===== src/pkg/acsc_defs.vh =====
`ifndef ACSC_DEFS_VH
`define ACSC_DEFS_VH

// register offsets
`define ACSC_OFS_RES_LO 8'h78
`define ACSC_OFS_RES_HI 8'h79
`define ACSC_OFS_CTRL 8'h7a
`define ACSC_OFS_SEL 8'h7c
`define ACSC_OFS_IRQ_ST 8'h7d
`define ACSC_OFS_IRQ_MSK 8'h7e

// control register fields
`define ACSC_CTRL_EN 7
`define ACSC_CTRL_START 6
`define ACSC_CTRL_DONE 4
`define ACSC_CTRL_IE 3
`define ACSC_CTRL_PS_HI 2
`define ACSC_CTRL_PS_LO 0

// input select register fields
`define ACSC_SEL_REF_HI 7
`define ACSC_SEL_REF_LO 6
`define ACSC_SEL_LADJ 5
`define ACSC_SEL_CH_HI 3
`define ACSC_SEL_CH_LO 0

// channel and reference codes
`define ACSC_CH_TEMP 4'h8
`define ACSC_REF_PIN 2'h0
`define ACSC_REF_SUPPLY 2'h1
`define ACSC_REF_INT 2'h3

// interrupt status bits
`define ACSC_IRQ_DONE 0
`define ACSC_IRQ_SLEEP 1
`define ACSC_IRQ_ABORT 2

// sleep mode codes
`define ACSC_SLP_IDLE 3'h0
`define ACSC_SLP_NOISE 3'h1

// reset values
`define ACSC_RST_BYTE 8'h00
`define ACSC_RST_IRQ 3'h0

// conversion lengths in converter clock cycles
`define ACSC_NORM_CYC 5'h0d
`define ACSC_FIRST_CYC 5'h19

`endif


===== src/hdl/acsc_adc_ctrl.v =====
// Our own choices: the register offsets and the strobed register port.
`include "acsc_defs.vh"
`default_nettype none

module acsc_adc_ctrl
(
  // clock and reset
  input wire ref_clk_in,
  input wire resetn_in,
  // register port
  input wire [7:0] reg_addr_in,
  input wire [7:0] reg_wdata_in,
  input wire reg_wr_in,
  input wire reg_rd_in,
  output reg [7:0] reg_rdata_out,
  // cpu sleep and interrupt
  input wire cpu_halted_in,
  input wire [2:0] sleep_mode_in,
  input wire vector_ack_in,
  output reg conv_irq_out,
  output reg irq_out,
  // analog front end
  input wire comp_in,
  output reg adc_power_out,
  output reg sample_out,
  output reg [9:0] dac_code_out,
  output reg [3:0] channel_out,
  output reg [1:0] reference_out,
  output reg temp_sensor_en_out
);

  // prescaler division factor from select code
  function [7:0] div_of;
    input [2:0] ps;
    begin
      case (ps)
        3'h0: div_of = 8'h02;
        3'h1: div_of = 8'h02;
        3'h2: div_of = 8'h04;
        3'h3: div_of = 8'h08;
        3'h4: div_of = 8'h10;
        3'h5: div_of = 8'h20;
        3'h6: div_of = 8'h40;
        default: div_of = 8'h80;
      endcase
    end
  endfunction

  // control state
  reg en_q;
  reg ie_q;
  reg [2:0] ps_q;
  reg done_q;
  reg [7:0] sel_q;
  reg busy_q;
  reg first_q;
  reg [4:0] cyc_q;
  reg [9:0] trial_q;
  reg [9:0] res_q;
  reg lock_q;
  reg [2:0] st_q;
  reg [2:0] msk_q;
  reg [7:0] pre_q;
  reg halt_prev_q;
  reg comp_s1_q;
  reg comp_s2_q;
  reg [3:0] eff_ch_q;
  reg [1:0] eff_ref_q;

  wire wr_ctrl = reg_wr_in && (reg_addr_in == `ACSC_OFS_CTRL);
  wire wr_sel = reg_wr_in && (reg_addr_in == `ACSC_OFS_SEL);
  wire wr_st = reg_wr_in && (reg_addr_in == `ACSC_OFS_IRQ_ST);
  wire wr_msk = reg_wr_in && (reg_addr_in == `ACSC_OFS_IRQ_MSK);
  wire rd_lo = reg_rd_in && (reg_addr_in == `ACSC_OFS_RES_LO);
  wire rd_hi = reg_rd_in && (reg_addr_in == `ACSC_OFS_RES_HI);

  // converter clock enable
  wire [7:0] div = div_of(ps_q);
  wire tick = en_q && (pre_q == div - 8'h01);

  wire en_d = wr_ctrl ? reg_wdata_in[`ACSC_CTRL_EN] : en_q;
  wire abort = busy_q && !en_d;

  // new sleep only on halt rising edge
  wire halt_rise = cpu_halted_in && !halt_prev_q;
  wire sleep_ok = (sleep_mode_in == `ACSC_SLP_IDLE) || (sleep_mode_in == `ACSC_SLP_NOISE);
  wire sleep_start = halt_rise && sleep_ok && en_q && !busy_q;
  wire sw_start = wr_ctrl && reg_wdata_in[`ACSC_CTRL_START] && en_d && !busy_q;
  wire start = sleep_start || sw_start;

  // conversion phase decode
  wire [4:0] len = first_q ? `ACSC_FIRST_CYC : `ACSC_NORM_CYC;
  wire [4:0] kpos = len - 5'h02 - cyc_q;
  wire in_bits = (cyc_q >= len - 5'h0b) && (cyc_q <= len - 5'h02);
  wire last = busy_q && tick && (cyc_q == len - 5'h01);
  wire [9:0] kmask = 10'h001 << kpos[3:0];
  // keep or drop trial bit per comparator
  wire [9:0] kept = comp_s2_q ? trial_q : (trial_q & ~kmask);
  wire [9:0] next_trial = (kpos == 5'h00) ? kept : (kept | (kmask >> 1));
  wire finish = last && !lock_q;

  // comparator synchroniser
  always @(posedge ref_clk_in or negedge resetn_in)
  begin
    if (!resetn_in)
    begin
      comp_s1_q <= 1'b0;
      comp_s2_q <= 1'b0;
    end
    else
    begin
      comp_s1_q <= comp_in;
      comp_s2_q <= comp_s1_q;
    end
  end

  // prescaler, held clear while disabled
  always @(posedge ref_clk_in or negedge resetn_in)
  begin
    if (!resetn_in)
      pre_q <= 8'h00;
    else if (!en_q || tick)
      pre_q <= 8'h00;
    else
      pre_q <= pre_q + 8'h01;
  end

  // control and select registers
  always @(posedge ref_clk_in or negedge resetn_in)
  begin
    if (!resetn_in)
    begin
      en_q <= 1'b0;
      ie_q <= 1'b0;
      ps_q <= 3'h0;
      sel_q <= `ACSC_RST_BYTE;
      msk_q <= `ACSC_RST_IRQ;
      halt_prev_q <= 1'b0;
    end
    else
    begin
      halt_prev_q <= cpu_halted_in;
      en_q <= en_d;
      if (wr_ctrl)
      begin
        ie_q <= reg_wdata_in[`ACSC_CTRL_IE];
        ps_q <= reg_wdata_in[`ACSC_CTRL_PS_HI:`ACSC_CTRL_PS_LO];
      end
      if (wr_sel)
        sel_q <= reg_wdata_in & 8'hef;
      if (wr_msk)
        msk_q <= reg_wdata_in[2:0];
    end
  end

  // conversion sequencer and successive approximation
  always @(posedge ref_clk_in or negedge resetn_in)
  begin
    if (!resetn_in)
    begin
      busy_q <= 1'b0;
      first_q <= 1'b0;
      cyc_q <= 5'h00;
      trial_q <= 10'h000;
    end
    else
    begin
      if (en_d && !en_q)
        first_q <= 1'b1;
      if (abort)
        busy_q <= 1'b0;
      else if (start)
      begin
        busy_q <= 1'b1;
        cyc_q <= 5'h00;
        trial_q <= 10'h200;
      end
      else if (busy_q && tick)
      begin
        if (last)
        begin
          busy_q <= 1'b0;
          first_q <= 1'b0;
        end
        else
          cyc_q <= cyc_q + 5'h01;
        if (in_bits)
          trial_q <= next_trial;
      end
    end
  end

  // result, lock and done flag
  always @(posedge ref_clk_in or negedge resetn_in)
  begin
    if (!resetn_in)
    begin
      res_q <= 10'h000;
      lock_q <= 1'b0;
      done_q <= 1'b0;
    end
    else
    begin
      if (finish)
        res_q <= trial_q;
      // low read locks, high read frees
      if (rd_lo)
        lock_q <= 1'b1;
      else if (rd_hi)
        lock_q <= 1'b0;
      // set wins over ack or W1C
      if (finish)
        done_q <= 1'b1;
      else if (vector_ack_in || (wr_ctrl && reg_wdata_in[`ACSC_CTRL_DONE]))
        done_q <= 1'b0;
    end
  end

  // sticky interrupt status, write one clears
  always @(posedge ref_clk_in or negedge resetn_in)
  begin
    if (!resetn_in)
      st_q <= `ACSC_RST_IRQ;
    else
    begin
      st_q[`ACSC_IRQ_DONE] <= finish ||
        (st_q[`ACSC_IRQ_DONE] && !(wr_st && reg_wdata_in[`ACSC_IRQ_DONE]));
      st_q[`ACSC_IRQ_SLEEP] <= sleep_start ||
        (st_q[`ACSC_IRQ_SLEEP] && !(wr_st && reg_wdata_in[`ACSC_IRQ_SLEEP]));
      st_q[`ACSC_IRQ_ABORT] <= abort ||
        (st_q[`ACSC_IRQ_ABORT] && !(wr_st && reg_wdata_in[`ACSC_IRQ_ABORT]));
    end
  end

  // selection follows register while idle, locked in conversion
  always @(posedge ref_clk_in or negedge resetn_in)
  begin
    if (!resetn_in)
    begin
      eff_ch_q <= 4'h0;
      eff_ref_q <= 2'h0;
    end
    else if (!busy_q || last)
    begin
      eff_ch_q <= sel_q[`ACSC_SEL_CH_HI:`ACSC_SEL_CH_LO];
      eff_ref_q <= sel_q[`ACSC_SEL_REF_HI:`ACSC_SEL_REF_LO];
    end
  end

  // read data one cycle after the strobe
  always @(posedge ref_clk_in or negedge resetn_in)
  begin
    if (!resetn_in)
      reg_rdata_out <= 8'h00;
    else if (reg_rd_in)
    begin
      case (reg_addr_in)
        `ACSC_OFS_RES_LO:
          reg_rdata_out <= sel_q[`ACSC_SEL_LADJ] ? {res_q[1:0], 6'h00} : res_q[7:0];
        `ACSC_OFS_RES_HI:
          reg_rdata_out <= sel_q[`ACSC_SEL_LADJ] ? res_q[9:2] : {6'h00, res_q[9:8]};
        `ACSC_OFS_CTRL:
          reg_rdata_out <= {en_q, busy_q, 1'b0, done_q, ie_q, ps_q};
        `ACSC_OFS_SEL:
          reg_rdata_out <= sel_q;
        `ACSC_OFS_IRQ_ST:
          reg_rdata_out <= {5'h00, st_q};
        `ACSC_OFS_IRQ_MSK:
          reg_rdata_out <= {5'h00, msk_q};
        default:
          reg_rdata_out <= 8'h00;
      endcase
    end
    else
      reg_rdata_out <= 8'h00;
  end

  // interrupt lines and analog controls
  always @(posedge ref_clk_in or negedge resetn_in)
  begin
    if (!resetn_in)
    begin
      conv_irq_out <= 1'b0;
      irq_out <= 1'b0;
      adc_power_out <= 1'b0;
      sample_out <= 1'b0;
      dac_code_out <= 10'h000;
      channel_out <= 4'h0;
      reference_out <= 2'h0;
      temp_sensor_en_out <= 1'b0;
    end
    else
    begin
      conv_irq_out <= done_q && ie_q;
      irq_out <= |(st_q & msk_q);
      adc_power_out <= en_q;
      sample_out <= busy_q && (cyc_q < len - 5'h0b);
      dac_code_out <= trial_q;
      channel_out <= eff_ch_q;
      reference_out <= eff_ref_q;
      temp_sensor_en_out <= (sel_q[`ACSC_SEL_CH_HI:`ACSC_SEL_CH_LO] == `ACSC_CH_TEMP);
    end
  end

endmodule // acsc_adc_ctrl

`default_nettype wire


===== config.mk =====
export PLATFORM = sky130hd
export DESIGN_NAME = acsc_adc_ctrl
export DESIGN_NICKNAME = d
export VERILOG_FILES = /design/src/hdl/acsc_adc_ctrl.v
export VERILOG_INCLUDE_DIRS = /design/src /design/src/pkg
export SDC_FILE = /design/constraint.sdc
export NUM_CORES = 1
export LEC_CHECK = 0
export ABC_CLOCK_PERIOD_IN_PS = 5600
export BUFFER_PORTS_ARGS = -buffer_cell sky130_fd_sc_hd__buf_2
export CORE_UTILIZATION = 42
export DETAILED_ROUTE_END_ITERATION = 12
export MAX_ROUTING_LAYER = met4
export PLACE_DENSITY_LB_ADDON = 0.05
export SLEW_MARGIN = 0
export SYNTH_ARGS = -nofsm -noshare
export SYNTH_HDL_FRONTEND = slang
export SYNTH_SLANG_ARGS = --single-unit

===== constraint.sdc =====
create_clock -name ref_clk_in -period 5.6 [get_ports ref_clk_in]
set_clock_uncertainty 0.05 [all_clocks]
set_input_delay 0.56 -clock ref_clk_in [delete_from_list [all_inputs] [get_ports ref_clk_in]]
set_output_delay 0.56 -clock ref_clk_in [all_outputs]
set_load 0.02 [all_outputs]

# Word level (Yosys, flattened, before mapping)
# Index checks and enable logic that the tools add are counted.
# Widths: inputs -> output; s select.
op_classes:
  add_sub_neg: 7
  multipliers: 0
  n_div: 0
  order_cmp: 3
  n_eq_ne: 17
  n_shift: 1
  mux: 29
  n_bitwise: 5
  n_reduce_logical: 59
ops:
  columns: ["operator", "count"]
  rows:
  - ["$pmux 8 s6", 2]
  - ["$mux 10", 5]
  - ["$eq 8x7->1 const B", 6]
  - ["$mux 8", 4]
  - ["$logic_and 1x1->1", 29]
  - ["$mux 5", 4]
  - ["$mux 1", 14]
  - ["$and 10x10->10", 1]
  - ["$not 10->10", 1]
  - ["$or 10x9->10", 1]
  - ["$shl 1x4->10 const A", 1]
  - ["$eq 3x3->1 const B", 3]
  - ["$add 8x1->8 const B", 1]
  - ["$eq 8x8->1", 1]
  - ["$logic_not 1->1", 8]
  - ["$logic_or 1x1->1", 8]
  - ["$reduce_bool 2->1", 4]
  - ["$sub 8x1->8 const B", 1]
  - ["$eq 3x1->1 const B", 2]
  - ["$eq 3x2->1 const B", 2]
  - ["$logic_not 3->1", 2]
  - ["$reduce_and 3->1", 2]
  - ["$reduce_bool 3->1", 2]
  - ["$add 5x1->5 const B", 1]
  - ["16 further kinds", 16]
totals:
  reg_bits: 93
  latchBits: 0
  ramBits: 0
  rom_bits: 0
  out_inout_bits: 29
  word_cells: 149
  memories: 0

# Depth between registers and ports, before layout
depth:
  depth_word: 12
  ltp_mapped: 11

# Worst setup path before layout
# No wires, ideal clock.
synth_path:
  kind: "register -> register"
  from: "reg ps_q[1]"
  to: "reg eff_ch_q[0]"
  setup_time_ps: 125
  t_arrival_ps: 2618
  t_required_ps: 5425
  slack_ps: 2808
  stages_incl_launch_ff: 9
  n_path_buf: 1
  synth_period_minus_slack_ps: 2792
  path_cell_list: "dfrtp_1 buf_2 or2_2 ha_1 or3_1 a21oi_1 o21ai_2 o31ai_4 mux2_2"
synth_via:
  elab_chain_cells: 9
synth_lines:
  columns: ["element", "line", "text"]
  rows:
  - ["start, declared", "acsc_adc_ctrl.v:52", "reg [2:0] ps_q;"]
  - ["start signal, assigned", "acsc_adc_ctrl.v:147", "ps_q <= reg_wdata_in[`ACSC_CTRL_PS_HI:`ACSC_CTRL_PS_LO];"]
  - ["$eq 3x1->1 / $logic_not 3->1 (equally long branches)", "acsc_adc_ctrl.v:36", "case (ps)"]
  - ["$reduce_or 2->1 (no line)", null, null]
  - ["$pmux 8 s6 *", "acsc_adc_ctrl.v:36", null]
  - ["$sub 8x1->8 *", "acsc_adc_ctrl.v:79", "wire tick = en_q && (pre_q == div - 8'h01);"]
  - ["$eq 8x8->1 *", "acsc_adc_ctrl.v:79", null]
  - ["$logic_and 1x1->1 *", "acsc_adc_ctrl.v:79", null]
  - ["$logic_and 1x1->1 * (2 in a row)", "acsc_adc_ctrl.v:95", "wire last = busy_q && tick && (cyc_q == len - 5'h01);"]
  - ["$logic_or 1x1->1 *", "acsc_adc_ctrl.v:243", "else if (!busy_q || last)"]
  - ["end signal, assigned", "acsc_adc_ctrl.v:245", "eff_ch_q <= sel_q[`ACSC_SEL_CH_HI:`ACSC_SEL_CH_LO];"]
  - ["end, declared", "acsc_adc_ctrl.v:67", "reg [3:0] eff_ch_q;"]
# Mark *: on every way between the ends. The rest lies on a longest branch, timed or not.
# A chain may end at the register's enable or synchronous reset.

# Worst setup path after layout
layout_path:
  from: "reg ps_q[2]"
  to: "reg trial_q[4]"
layout_via:
  elab_chain_cells: 9
layout_lines:
  columns: ["element", "line", "text"]
  rows:
  - ["$eq 3x1->1 / $logic_not 3->1 (equally long branches)", "acsc_adc_ctrl.v:36", null]
  - ["$reduce_or 2->1 (no line)", null, null]
  - ["$pmux 8 s6 *", "acsc_adc_ctrl.v:36", null]
  - ["$sub 8x1->8 *", "acsc_adc_ctrl.v:79", null]
  - ["$eq 8x8->1 *", "acsc_adc_ctrl.v:79", null]
  - ["$logic_and 1x1->1 *", "acsc_adc_ctrl.v:79", null]
  - ["$logic_and 1x1->1 *", "acsc_adc_ctrl.v:178", "else if (busy_q && tick)"]
  - ["$reduce_bool 2->1 (no line) *", null, null]
  - ["$reduce_and 3->1 (no line) *", null, null]
  - ["end signal, assigned", "acsc_adc_ctrl.v:188", "trial_q <= next_trial;"]
  - ["end, declared", "acsc_adc_ctrl.v:58", "reg [9:0] trial_q;"]
# Marked as above.

==> results_dict.tcl <==
set metrics [dict create \
    run_status "complete, no violations" \
    layout-area-overhead-vs-synth_pct 12.9 \
    clock_root_buffer "clkbuf_8" \
    post_drt_wl_per_cell_um 16.6 \
    drv.max_cap_violation_count 0 \
    cts-root-to-sink-buffers 2 \
    timing.rr.start "ps_q[2]" \
    ys_warn_count 0 \
    timing.critical_path.cells "or2_2 -> ha_1 -> or3_1 -> a21oi_1 -> o2111ai_2 -> or4_1 -> a21oi_1" \
    syn-mean-instance-area_um2 10.7 \
    worstPathRequired_ns 5.85 \
    dp.final_hpwl_um 7360 \
    unrepaired_setup_endpoints_after_global_routing "no" \
    switching_power_total_mw 0.749 \
    finalSetupViolations 0 \
    final_cell_count_no_fill 606 \
    grt.total_usage_pct 21.1 \
    slew-limit-headroom_pct 39.0 \
    final_layout_size_suffix_gt1_share_pct 21.5 \
    timing.final.crit_share_pct 58.9 \
    ys.flop_type "dfrtp_1" \
    r2r_cells 7 \
    floorplan.core_area_mm2 0.0103 \
    critical_path.startpoint_type "flop" \
    routed-via-count 3314 \
    maxSlewViolCount 0 \
    sw_frac_of_total_pct 38.8 \
    final_cell_area_mm2 0.00499 \
    grt_overflow 0 \
    clkTransAtPathRegs_ns 0.09 \
    htree_levels 3 \
    fp.dieArea_mm2 0.0109 \
    grt_first_pass_wirelength_um 17300 \
    critical_path_peak_fanout 14 \
    worstSkewPairLatency_ns 0.38 \
    crit_top_cell "a21oi_1" \
    synth.net_count 449 \
    post-layout-total-power_mw 1.93 \
    number_of_search_and_repair_iterations_in_the_first_detailed_routing_pass 4 \
    first_global_vias 3378 \
    worstMarginPinSlew_ns 0.907 \
    cts_resized 0 \
    dieWidth_um 105 \
    crit_arrival_ns 3.55 \
    cp-end-kind "flop" \
    port_buffers 53 \
    number_of_antenna_violations_at_the_first_check_in_global_routing 0 \
    drt-total-wl_um 10000 \
    rows 37 \
    synth.yosys.seq_area_share_pct 52.7 \
    die_height_um 105 \
    worst_path_max_delay_cell "or4_1" \
    nNetsFinal 501 \
    drt-vias-per-instance 5.47 \
    cts-buffers-inserted 9 \
    p_seq_share_pct 47.2 \
    cellLeakagePower_nw 2.32 \
    detail_route.drc_violations 0 \
    cellInternalPower_mw 1.18 \
    critical-path-max-stage-delay_ns 0.58 \
    async_s_r_ff_share_synth_pct 100 \
    clkSinkCount 93 \
    power_density_normalized_to_cell_area_mw_per_mm2 387 \
    grt_max_degree 53 \
    postCtsSetupBuffers 0 \
    crit_path_start "ps_q[2]" \
    clockPowerShare_pct 21.1 \
    initial_core_util_pct 43.0 \
    layout_commonest_cell "dfrtp_1" \
    top_level_ports 55 \
    layout_setup_ws_ns 2.30 \
    ys_ff_latch 93 \
    layout_min_cycle_time_ns 3.30 \
    hold_buffers 0 \
    insertedDiodeCount 0 \
    post_synth_inst_count 413 \
    tritoncts_clock_tree "built" \
    placed_cell_area_mm2 0.00482 \
    mappedNetlistArea_mm2 0.00442 \
    post-place-ws_ns 2.33 \
    setup_total_negative_slack_ns 0 \
    timing.hold.worst.class "input pin to asynchronous set/reset pin" \
    timing_worst_setup_path_type "flop to flop" \
    comb_power_share_pct 31.8 \
    synth_edf_count 0 \
    number_of_nets_with_antenna_violations_after_detailed_routing 0 \
    irDropWorstVdd_mv 0.191 \
    detailedRoute.firstIterationViolations 170 \
    layout.cells.most_common_list "dfrtp_1 (93), buf_2 (52), nand2_1 (47)" \
    globalplace.congestion 0.883 \
    fillCellCount 985 \
    placed_cells 590 \
    clock.fmax_ghz 0.303 \
    hold_viol_final 0 \
    yosysUniqueCellTypes 60 \
]
-- critical path, delay by kind of cell (launching register included) --
family | cells | cell delay, ns
DFF | 1 | 0.54
AOI/OAI and AO/OA | 3 | 0.97
and+or+nand+nor | 3 | 1.35
adders and majority gates | 1 | 0.28
-- cells in the mapped netlist, drive strengths merged (4+ instances only) --
cell type | number | area share, %
dfrtp | 93 | 53
nand2 | 47 | 4.0
o21ai | 34 | 3.9
mux2 | 20 | 5.1
nor2 | 20 | 1.7
nand3 | 19 | 2.2
a21oi | 14 | 1.6
inv | 14 | 1.2
clkbuf | 10 | 0.85
ha | 10 | 2.8
nor2b | 9 | 1.3
xor2 | 8 | 1.6
and3 | 7 | 0.99
mux2i | 7 | 1.6
nor4 | 6 | 0.85
buf | 5 | 0.62
nand2b | 5 | 0.71
nand4b | 5 | 0.99
or3 | 5 | 0.71
or4 | 5 | 0.94
a211oi | 4 | 0.68
a222oi | 4 | 0.91
a31oi | 4 | 0.57
nand3b | 4 | 0.68
o211ai | 4 | 0.68
or2 | 4 | 0.57
-- power groups by stage --
stage / Sequential [mW] / Combinational [mW] / Clock (mW)
after floorplan: 0.920 / 0.422 / 0
after global placement: 0.922 / 0.609 / 0
after detailed placement: 0.924 / 0.616 / 0
after CTS: 0.911 / 0.618 / 0.421
after global routing: 0.930 / 0.697 / 0.449
final: 0.911 / 0.613 / 0.407
-- registers in the layout, summed over array words and instances (netlist names), 2 cells and up --
register / count
dac_code_out: 10
res_q: 10
trial_q: 10
pre_q: 8
reg_rdata_out: 8
sel_q: 7
cyc_q: 5
channel_out: 4
eff_ch_q: 4
msk_q: 3
ps_q: 3
st_q: 3
eff_ref_q: 2
reference_out: 2
-- cells by family after synthesis --
group | after synthesis | synth area share, %
simple gates | 149 | 17.8
buf+inv | 29 | 2.66
xor+xnor | 11 | 2.18
mux | 27 | 6.69
compound gates | 94 | 15.2
fa+ha+maj | 10 | 2.83
flops | 93 | 52.7
-- layout make-up --
class | count | area, um2 | share of cell area, %
sequential | 93 | 2330 | 46.7
multi-input combinational | 291 | 1980 | 39.7
timing repair buffer | 56 | 290 | 5.82
tap | 136 | 170 | 3.41
clock buffer | 11 | 131 | 2.63
inverter | 14 | 52.6 | 1.05
clock inverter | 5 | 36.3 | 0.728
-- path summary, 6_finish.rpt --
kind,endpoint,slack [ns]
worst max-delay path,trial_q[4],2.30
max in group asynchronous,trial_q[1],4.36
min in group ref_clk_in,comp_s1_q,0.24
worst min register to register,comp_s2_q,0.31
worst min-delay path,channel_out[1],0.09
worst max register to register,trial_q[4],2.30
-- through the flow --
step | hold slack, ns | utilization, %
floorplan | 0.214 | -
global placement | 0.281 | 46.9
detailed placement | 0.298 | 46.9
CTS | 0.0981 | 48.5
global route | 0.117 | 48.5
finish | 0.0860 | 48.5
-- per-layer routing --
layer | global-route usage (%) | wire [um] | vias up
li1 | - | - | 1617
met1 | 28.1 | 4870 | 1613
met2 | 31.0 | 4600 | 71
met3 | 4.24 | 443 | 13
met4 | 10.0 | 133 | 0
met5 | - | 0 | -
(Power assumes the default switching activity.)
